[src/common/ccs_pkg.sv]
// Package of register map constants and encodings for the charger control and status registers.
// Behaviour
// - On output undervoltage lockout, capture enable bit into latch, then reset register bit.
// - During lockout with supply present, switch state follows the captured latch.
// - Captured latch returns to high only when input power is removed.
// - Leaving lockout disables the latch; the register bit steers switches again.
// - Supplement flag sets above 60 mV excess, clears below 20 mV.
// - Supplement mode entered when load exceeds input limit or supply capability.
// - Supplement flag never raises an interrupt.
// - Charge state codes: 00 fault/off/suspend, 01 done, 10 fast, 11 precharge.
// - Loop flag is one when dynamic power-path or thermal loop is active.
// - Overvoltage flag is one when either input sees overvoltage.
// - Status contents are valid only while the monitor regulator is in regulation.
// - Clearing suspend control holds both safety timers without resetting them.
package ccs_pkg;
  // ----------------------------------------------------------------------------
  // Register addresses
  // ----------------------------------------------------------------------------
  localparam logic [7:0] ADDR_PIN3_GUARD = 8'h1C;
  localparam logic [7:0] ADDR_CHG_CFG    = 8'h1A;
  localparam logic [7:0] ADDR_CHARGER_STATUS   = 8'h1B;
  // ----------------------------------------------------------------------------
  // Field positions
  // ----------------------------------------------------------------------------
  localparam int BIT_GUARD     = 4;
  localparam int BIT_VSEL      = 7;
  localparam int BIT_SUSPEND   = 6;
  localparam int BIT_ENABLE    = 0;
  localparam int BIT_SUPP      = 7;
  // ----------------------------------------------------------------------------
  // Reset values and write mask
  // ----------------------------------------------------------------------------
  localparam logic [7:0] RST_PIN3_GUARD = 8'h00;
  localparam logic [7:0] RST_CHG_CFG    = 8'hC1;
  localparam logic [7:0] CFG_WR_MASK    = 8'hDF;
  localparam logic       RST_LATCH      = 1'b1;
  // ----------------------------------------------------------------------------
  // Charge state codes
  // ----------------------------------------------------------------------------
  localparam logic [1:0] ST_FAULT = 2'h0;
  localparam logic [1:0] ST_DONE  = 2'h1;
  localparam logic [1:0] ST_FAST  = 2'h2;
  localparam logic [1:0] ST_PRE   = 2'h3;
  // Supplement thresholds in millivolts.
  localparam logic [11:0] SUPP_SET_MV = 12'h03C;
  localparam logic [11:0] SUPP_CLR_MV = 12'h014;
endpackage : ccs_pkg

[src/common/ccs_stat_if.sv]
// Interface carrying live status inputs from the top to the status composer.
`timescale 1ns/1ns
interface ccs_stat_if;
  logic        supp_flag;
  logic        usb_sel;
  logic        dynamic_power_path_management_on;
  logic        therm_on;
  logic        ac_pg;
  logic        usb_pg;
  logic [1:0]  chg_state;
  logic        ac_ov;
  logic        usb_ov;
  logic        pm_ok;
  logic [7:0]  stat_word;
  modport src (output supp_flag, usb_sel, dynamic_power_path_management_on, therm_on, ac_pg, usb_pg,
               chg_state, ac_ov, usb_ov, pm_ok, input stat_word);
  modport comp (input supp_flag, usb_sel, dynamic_power_path_management_on, therm_on, ac_pg, usb_pg,
                chg_state, ac_ov, usb_ov, pm_ok, output stat_word);
endinterface : ccs_stat_if

[src/hdl/ccs_regs.sv]
// Top module of the charger control and status register bank.
`timescale 1ns/1ns
module ccs_regs (
  // Clock and reset
  input  wire logic        REF_CLK,
  input  wire logic        RESETN,
  // Register port
  input  wire logic [7:0]  REG_ADDR,
  input  wire logic [7:0]  REG_WDATA,
  input  wire logic        REG_WR,
  input  wire logic        REG_RD,
  output logic      [7:0]  REG_RDATA,
  // Analog events and measurements
  input  wire logic        OUT_UVLO,
  input  wire logic        INPUT_PRESENT,
  input  wire logic [11:0] BAT_MINUS_OUT_MV,
  input  wire logic        BAT_MINUS_OUT_POS,
  input  wire logic        LOAD_OVER_LIMIT,
  // Live status inputs
  input  wire logic        USB_SELECTED,
  input  wire logic        DYNAMIC_POWER_PATH_MANAGEMENT_ACTIVE,
  input  wire logic        THERMAL_ACTIVE,
  input  wire logic        WALL_INPUT_PRESENT,
  input  wire logic        USB_INPUT_PRESENT,
  input  wire logic [1:0]  CHARGE_STATE,
  input  wire logic        AC_OVERVOLTAGE,
  input  wire logic        USB_OVERVOLTAGE,
  input  wire logic        PM_REG_OK,
  // Charger controls
  output logic             CHARGE_VOLTAGE_SELECT,
  output logic             CHARGE_VOLTAGE_GUARD_BIT,
  output logic             SUSPEND_CHARGE_CONTROL,
  output logic             TIMERS_HOLD,
  output logic [2:0]       CURRENT_CFG,
  output logic             INPUT_LIMIT_MAX,
  output logic             SYSTEM_FROM_INPUT,
  output logic             SUPPLEMENT_FLAG,
  output logic             STATUS_IRQ_EVENT
);
  // ----------------------------------------------------------------------------
  // Reset release
  // ----------------------------------------------------------------------------
  logic rst_s1_q;
  logic rst_n_q;
  // Two-stage release keeps deassertion synchronous to the clock.
  // Requests are honoured from the third edge after the external release.
  always_ff @(posedge REF_CLK or negedge RESETN) begin
    if (!RESETN) begin
      rst_s1_q <= 1'b0;
      rst_n_q  <= 1'b0;
    end else begin
      rst_s1_q <= 1'b1;
      rst_n_q  <= rst_s1_q;
    end
  end

  // ----------------------------------------------------------------------------
  // Status composition
  // ----------------------------------------------------------------------------
  ccs_stat_if st ();
  logic supp_q;
  logic supp_d;

  assign st.supp_flag = supp_q;
  assign st.usb_sel   = USB_SELECTED;
  assign st.dynamic_power_path_management_on   = DYNAMIC_POWER_PATH_MANAGEMENT_ACTIVE;
  assign st.therm_on  = THERMAL_ACTIVE;
  assign st.ac_pg     = WALL_INPUT_PRESENT;
  assign st.usb_pg    = USB_INPUT_PRESENT;
  assign st.chg_state = CHARGE_STATE;
  assign st.ac_ov     = AC_OVERVOLTAGE;
  assign st.usb_ov    = USB_OVERVOLTAGE;
  assign st.pm_ok     = PM_REG_OK;

  ccs_stat_comp u_comp (
    .st (st.comp)
  );

  // ----------------------------------------------------------------------------
  // Control state
  // ----------------------------------------------------------------------------
  logic [7:0] cfg_q, cfg_d;
  logic [7:0] gpio_q, gpio_d;
  logic       latch_q, latch_d;
  logic       uvlo_q, uvlo_d;
  logic [7:0] rdata_q, rdata_d;
  logic [7:0] prev_stat_q, prev_stat_d;
  logic       irq_q, irq_d;
  logic       en_eff;

  // Enable latch, lockout tracking, supplement hysteresis and register writes.
  always_comb begin
    cfg_d   = cfg_q;
    gpio_d  = gpio_q;
    latch_d = latch_q;
    uvlo_d  = OUT_UVLO;
    supp_d  = supp_q;
    if (REG_WR && REG_ADDR == ccs_pkg::ADDR_CHG_CFG) begin
      cfg_d = REG_WDATA & ccs_pkg::CFG_WR_MASK;
    end
    if (REG_WR && REG_ADDR == ccs_pkg::ADDR_PIN3_GUARD) begin
      gpio_d = REG_WDATA;
    end
    // Lockout entry: capture first, then default the register; lockout wins over a write.
    if (OUT_UVLO && !uvlo_q) begin
      latch_d = cfg_q[ccs_pkg::BIT_ENABLE];
      cfg_d   = ccs_pkg::RST_CHG_CFG;
    end
    // Removing input power restores the latch regardless of lockout.
    if (!INPUT_PRESENT) begin
      latch_d = ccs_pkg::RST_LATCH;
    end
    // Hysteresis absorbs the switch dropout chatter between thresholds.
    // Sign and magnitude arrive apart; a negative difference clears the flag unless the load is over the limit.
    if (LOAD_OVER_LIMIT) begin
      supp_d = 1'b1;
    end else if (BAT_MINUS_OUT_POS && BAT_MINUS_OUT_MV > ccs_pkg::SUPP_SET_MV) begin
      supp_d = 1'b1;
    end else if (!BAT_MINUS_OUT_POS || BAT_MINUS_OUT_MV < ccs_pkg::SUPP_CLR_MV) begin
      supp_d = 1'b0;
    end
  end

  // Latch drives switches only in lockout with supply present.
  // Without supply the register bit steers the switches, so the latch is bypassed.
  assign en_eff = (uvlo_q && INPUT_PRESENT) ? latch_q
                                            : cfg_q[ccs_pkg::BIT_ENABLE];

  // Read data and status change event; the supplement bit is excluded from events.
  // The previous word resets to zero, so live status at release shows as one event.
  always_comb begin
    rdata_d     = 8'h00;
    prev_stat_d = st.stat_word;
    irq_d       = |((st.stat_word ^ prev_stat_q) & ~(8'h01 << ccs_pkg::BIT_SUPP));
    if (REG_RD) begin
      unique case (REG_ADDR)
        ccs_pkg::ADDR_CHG_CFG:    rdata_d = cfg_q;
        ccs_pkg::ADDR_PIN3_GUARD: rdata_d = gpio_q;
        ccs_pkg::ADDR_CHARGER_STATUS:   rdata_d = st.stat_word;
        default:                  rdata_d = 8'h00;
      endcase
    end
  end

  // Registers of all control state.
  always_ff @(posedge REF_CLK or negedge rst_n_q) begin
    if (!rst_n_q) begin
      cfg_q       <= ccs_pkg::RST_CHG_CFG;
      gpio_q      <= ccs_pkg::RST_PIN3_GUARD;
      latch_q     <= ccs_pkg::RST_LATCH;
      uvlo_q      <= 1'b0;
      supp_q      <= 1'b0;
      rdata_q     <= 8'h00;
      prev_stat_q <= 8'h00;
      irq_q       <= 1'b0;
    end else begin
      cfg_q       <= cfg_d;
      gpio_q      <= gpio_d;
      latch_q     <= latch_d;
      uvlo_q      <= uvlo_d;
      supp_q      <= supp_d;
      rdata_q     <= rdata_d;
      prev_stat_q <= prev_stat_d;
      irq_q       <= irq_d;
    end
  end

  // ----------------------------------------------------------------------------
  // Output registers
  // ----------------------------------------------------------------------------
  logic       vsel_q, guard_q, susp_q, hold_q, lim_q, sys_q, suppo_q;
  logic       vsel_d, guard_d, susp_d, hold_d, lim_d, sys_d, suppo_d;
  logic [2:0] cur_q;
  logic [2:0] cur_d;

  // Next pin values, each taken from its register field, the effective enable or the supplement flag.
  // The copy costs one cycle of latency but keeps every pin free of decode glitches.
  always_comb begin
    vsel_d  = cfg_q[ccs_pkg::BIT_VSEL];
    guard_d = gpio_q[ccs_pkg::BIT_GUARD];
    susp_d  = cfg_q[ccs_pkg::BIT_SUSPEND];
    hold_d  = ~cfg_q[ccs_pkg::BIT_SUSPEND];
    cur_d   = cfg_q[4:2];
    lim_d   = cfg_q[1];
    sys_d   = en_eff;
    suppo_d = supp_q;
  end

  // Pin registers; reset values follow the power-up register contents.
  always_ff @(posedge REF_CLK or negedge rst_n_q) begin
    if (!rst_n_q) begin
      vsel_q  <= ccs_pkg::RST_CHG_CFG[ccs_pkg::BIT_VSEL];
      guard_q <= ccs_pkg::RST_PIN3_GUARD[ccs_pkg::BIT_GUARD];
      susp_q  <= ccs_pkg::RST_CHG_CFG[ccs_pkg::BIT_SUSPEND];
      hold_q  <= ~ccs_pkg::RST_CHG_CFG[ccs_pkg::BIT_SUSPEND];
      cur_q   <= ccs_pkg::RST_CHG_CFG[4:2];
      lim_q   <= ccs_pkg::RST_CHG_CFG[1];
      sys_q   <= ccs_pkg::RST_CHG_CFG[ccs_pkg::BIT_ENABLE];
      suppo_q <= 1'b0;
    end else begin
      vsel_q  <= vsel_d;
      guard_q <= guard_d;
      susp_q  <= susp_d;
      hold_q  <= hold_d;
      cur_q   <= cur_d;
      lim_q   <= lim_d;
      sys_q   <= sys_d;
      suppo_q <= suppo_d;
    end
  end

  assign CHARGE_VOLTAGE_SELECT    = vsel_q;
  assign CHARGE_VOLTAGE_GUARD_BIT = guard_q;
  assign SUSPEND_CHARGE_CONTROL   = susp_q;
  assign TIMERS_HOLD              = hold_q;
  assign CURRENT_CFG              = cur_q;
  assign INPUT_LIMIT_MAX          = lim_q;
  assign SYSTEM_FROM_INPUT        = sys_q;
  assign SUPPLEMENT_FLAG          = suppo_q;
  assign STATUS_IRQ_EVENT         = irq_q;
  assign REG_RDATA                = rdata_q;
endmodule : ccs_regs

[src/hdl/ccs_stat_comp.sv]
// Combinational composer of the charger status word.
`timescale 1ns/1ns
module ccs_stat_comp (
  // Status bundle
  ccs_stat_if.comp st
);
  // Status is forced to zero when the monitor regulator is out of regulation, since it is meaningless then.
  always_comb begin
    if (st.pm_ok) begin
      st.stat_word = {st.supp_flag, st.usb_sel,
                      st.dynamic_power_path_management_on | st.therm_on,
                      st.ac_pg, st.usb_pg,
                      st.chg_state,
                      st.ac_ov | st.usb_ov};
    end else begin
      st.stat_word = 8'h00;
    end
  end
endmodule : ccs_stat_comp

[config.mk]
export PLATFORM = sky130hd
export DESIGN_NAME = ccs_regs
export DESIGN_NICKNAME = d
export VERILOG_FILES = /design/src/common/ccs_pkg.sv /design/src/common/ccs_stat_if.sv /design/src/hdl/ccs_regs.sv /design/src/hdl/ccs_stat_comp.sv
export SDC_FILE = /design/constraint.sdc
export NUM_CORES = 1
export LEC_CHECK = 0
export BUFFER_PORTS_ARGS = -buffer_cell sky130_fd_sc_hd__buf_4
export CAP_MARGIN = 10
export CORE_UTILIZATION = 53
export CTS_CLUSTER_SIZE = 16
export DETAILED_ROUTE_END_ITERATION = 10
export GPL_ROUTABILITY_DRIVEN = 0
export PLACE_DENSITY_LB_ADDON = 0.1
export SLEW_MARGIN = 20
export SYNTH_ARGS = -nofsm -noshare
export SYNTH_HDL_FRONTEND = slang
export SYNTH_SLANG_ARGS = --single-unit
[constraint.sdc]
create_clock -name REF_CLK -period 2.9 [get_ports REF_CLK]
set_clock_uncertainty 0.05 [all_clocks]
set_input_delay 0.725 -clock REF_CLK [delete_from_list [all_inputs] [get_ports REF_CLK]]
set_output_delay 0.725 -clock REF_CLK [all_outputs]
set_load 0.01 [all_outputs]
# Word level (Yosys, flattened, before mapping)
# Index checks and enable logic that the tools add are counted.
# word_totals
word_cells	50
reg_bits	47
inputBits	46
# op_classes
n_lt_le_gt_ge	2
n_bitwise	4
n_reduce_logical	11
eq_ne	4
muxes	11
# op_table
operator	n
8-bit two-way mux	4
8-bit by 5-bit equality test with 1-bit output, second input constant	3
8-bit one-hot mux with 3 select lines	1
12-bit by 6-bit > comparator with 1-bit output, second input constant	1
12-bit by 5-bit < comparator with 1-bit output, second input constant	1
7-bit OR reduction	1
7-bit bitwise XOR	1
1-bit two-way mux	6
1-bit logical AND	5
3-bit nonzero test	1
1-bit logical NOT	2
2-bit by 1-bit inequality test with 1-bit output, second input constant	1
1-bit OR	2
2-bit nonzero test	1
1-bit logical OR	1
1-bit inverter	1

# Logic depth before layout (Yosys ltp)
# depth
word_depth	5
mapped_depth	6
mapped_depth_nobuf	4

# Hierarchy
# From an unflattened synthesis, not the netlist that was laid out.
# hier_totals
hier_cells	147
hier_area_um2	1889.3
# modules_own_cells
module	n_inst	area_each_um2	cells_per_inst
ccs_regs	1	1836.8	139
ccs_stat_comp	1	52.6	8

# Worst setup path before layout
# No wires, ideal clock.
# synth_path
kind	input port to flip-flop
from	input REG_ADDR[5]
to	register gpio_q[0]
required_time_ns	2.725
setup_time_ns	0.125
cell_stages	4
arrival_time_ns	1.752
slack_ns	0.973
cell_sequence	nand2b_4 > nor4b_1 > nand3_2 > mux2_2
# synth_via
elab_chain_len	2
# synth_rtl
item	line_no	rtl
start, declared	ccs_regs.sv:8	input wire logic [7:0] REG_ADDR,
8-bit by 5-bit equality test with 1-bit output	ccs_regs.sv:101	if (REG_WR && REG_ADDR == ccs_pkg::ADDR_PIN3_GUARD) begin
1-bit logical AND	ccs_regs.sv:101	
end signal, assigned	ccs_regs.sv:149	gpio_q <= ccs_pkg::RST_PIN3_GUARD;
end signal, assigned	ccs_regs.sv:158	gpio_q <= gpio_d;
end, declared	ccs_regs.sv:83	logic [7:0] gpio_q, gpio_d;
# Every way passes these cells.
# A chain may end at the register's enable or synchronous reset.

# Worst setup path after layout
# layout_path
from	input REG_ADDR[5]
to	register gpio_q[2]
# Same word-level chain as after synthesis.

==> run metrics <==
outcome=finished clean; syn nets=approximately 210; initial antenna violation count=0; MaxCap Viol Count=0; global-route wire length before repair=roughly 6 mm; vias in the first global route=about 1,300; Rel. slew slack=39.1%; core area=3390 um2; Final Hold Fails=0; Die Area=just under 4000 um2; first drt pass iteration count=4; sequential area share after synthesis=approximately three fifths; port bufs=64; slowest stage cell, crit path=nor4b_1; Yosys reg bits=46; Final Routed Wirelength=about 3.8 mm; post-DP HPWL=slightly below 3 mm; GRT overflow=0; total number of vias=about 1,400; CP delay by family, top=simple AND/OR/NAND/NOR gates; Lkg Pwr=~1.2 nW; P_int=between 1 and 1.5 mW; total number of yosys warnings=0; Clock Path Buffers=2; CTS Buf Count=5; shortest period the worst path allows=between 1.5 and 2 ns; ant diodes=0; Critical Path Sink Type=flop; crit-path max FO=8; cells after synthesis=approximately 160; CTS tree=built; RSZ-0062 raised after global routing=no; Async SR Flop Fraction=between 90% and 100%; Via density=about 5.3; Crit path arrival time=around 2.1 ns; Worst Path Class, Setup=in -> reg; post-route setup TNS=0 ns; WP buf/inv=1; syn_area_per_cell=11.9 um2; final worst slack=roughly 1 ns; sw power=approximately 0.27 mW; H-tree depth=2; Final Cycle Share=around 66%; part of the power in registers=53.4%; post-layout instance area=between 2000 and 3000 um2; placed cell area=about 2400 um2; Total Nets Final=around 270; Slew @ Worst Pin=a little over 0.9 ns; synthesized area=1910 um2; # fillers=251; later-pin clock latency in the skew report=around 0.35 ns; slowest stage delay, CP=0.49 ns; pre-CTS setup slack=0.647 ns; initial core utilization=a little under three fifths; total power=about 1.3 mW; Synth Flop Type=dfrtp_1; crit path cell chain=buf_4 > nand2b_4 > nor4b_1 > nand3_2 > mux2_2; Unique masters post-synth=39; chip width=62.1 um; Post-CTS Setup Inserts=0; WL/cell=between 10 and 15 um; Root Driver=clkbuf_4; synth-to-layout area growth=32.7%; Final Setup Violations=0; Clock Sink Count=between 40 and 50; WHS=around 0.068 ns; PD cells=~500 nW/um2; Residual DRC=0; Worst IR Drop VDD=565 uV; Routed Antenna Nets=0; Comb pwr share=about a tenth; number of I/O pins=65; EDFF count, synth=0; worst min path class=in -> async; post-CTS resize count=0; # rows=21; Worst EP required=a little over 3 ns; Final Slew Violations=0; Sw Ratio=about a fifth; register clock-pin slew on the reported worst setup and hold paths=~0.13 ns; Clk network pwr share=a little under two fifths; largest net degree at the start of global routing=45; CP Launch Type=input port; die height=roughly 62 um; GRT Resource Usage Total=22.1%; Hold Buf Count CTS=0; max frequency=about 530 MHz; DR iter-0 viols=43; layout cells sized above 1=41.5%
## cell type report
type / count / area, um2 / share of cell area [%]
Clock buffer: 5 / 37.5 / 1.48
Multi-Input combinational cell: 108 / 718 / 28.3
Tap cell: 46 / 57.6 / 2.27
Sequential cell: 46 / 1160 / 45.7
Timing Repair Buffer: 65 / 488 / 19.2
Inverter: 2 / 7.51 / 0.296
Clock inverter: 3 / 68.8 / 2.71
## power groups by stage
stage | Combinational (mW) | Clock, mW | Sequential [mW]
6_report | 0.125 | 0.470 | 0.681
3_3_place_gp | 0.120 | 0 | 0.692
4_1_cts | 0.126 | 0.479 | 0.682
5_1_grt | 0.136 | 0.508 | 0.686
2_1_floorplan | 0.0538 | 0 | 0.689
3_5_place_dp | 0.125 | 0 | 0.694
## synth_stat cells (5+ instances only)
cell	n	area (um2)
dfrtp_1	39	976
and2_1	5	31.3
mux2_2	10	113
a21oi_1	5	25.0
nor2_1	15	56.3
o21ai_0	5	25.0
nand3_1	7	35.0
dfstp_2	7	184
nand2_1	10	37.5
## placed cells by master (no fill, tap or decap), types with 2 or more instances in the layout
master / netlist / final
bufinv_16: 0 / 2
buf_4: 0 / 65
dfrtp_1: 39 / 38
nand2b_1: 2 / 2
a31oi_1: 2 / 2
dfstp_2: 7 / 7
mux2i_1: 4 / 4
nand3_1: 7 / 7
o21ai_0: 5 / 5
a2bb2oi_1: 4 / 4
o211ai_1: 2 / 2
and2_1: 5 / 5
nand2b_4: 2 / 2
a22oi_1: 2 / 2
o21ai_1: 4 / 4
nand2_1: 10 / 10
inv_1: 2 / 2
a21oi_1: 5 / 5
xnor2_1: 4 / 4
nand4_1: 4 / 4
clkbuf_4: 0 / 5
nor2_1: 15 / 15
mux2_2: 10 / 10
nand4b_1: 2 / 2
o21a_1: 3 / 3
nor3_1: 4 / 4
## registers in the layout, indices dropped and copies added, names as in the netlist, 3 cells and up
| signal | count |
|---|---|
| CURRENT_CFG | 3 |
| cfg_q | 7 |
| prev_stat_q | 7 |
| gpio_q | 8 |
| REG_RDATA | 8 |
## cells by family after synthesis
group,Yosys count,share of synthesized area [%]
XOR/XNOR,4,1.83
multiplexers,14,7.98
flip-flops,46,60.6
buffers and inverters,7,1.83
AO/OA/AOI/OAI,30,10.2
other,1,0.196
AND/OR/NAND/NOR,59,17.3
## through the flow
step / util [%] / instances
5_1_grt: 74.9 / 275
3_5_place_dp: 71.8 / 267
2_1_floorplan: - / 161
4_1_cts: 74.9 / 275
6_report: 74.9 / 275
3_3_place_gp: 71.8 / 267
## final timing paths
check	from	endpoint	slack (ns)	cells after the start
min in group REF_CLK	rst_s1_q	rst_n_q	0.32	0
max in group asynchronous	rst_n_q	prev_stat_q[2]	1.87	0
worst min register to register	rst_s1_q	rst_n_q	0.32	0
worst min-delay path	RESETN	rst_n_q	0.07	1
worst max-delay path	REG_ADDR[5]	gpio_q[2]	1.0	5
worst max register to register	prev_stat_q[0]	STATUS_IRQ_EVENT	1.71	3
## worst reg2reg max path, delay by kind of cell, from the launching register on
| family | cells | cell delay [ns] |
|---|---|---|
| AO/OA/AOI/OAI | 1 | 0.18 |
| AND/OR/NAND/NOR | 2 | 0.44 |
| flip-flops | 1 | 0.41 |
## per-layer routing
| layer | wire length (um) | GRT usage (%) | share of wire (%) | up-vias |
|---|---|---|---|---|
| met4 | 55 | 7.62 | 1.4 | 0 |
| met2 | 1920 | 36.6 | 50 | 41 |
| li1 | - | - | - | 711 |
| met3 | 189 | 7.04 | 4.9 | 5 |
| met5 | 0 | 0 | 0 | - |
| met1 | 1680 | 27.3 | 44 | 690 |
(Power assumes the default switching activity.)
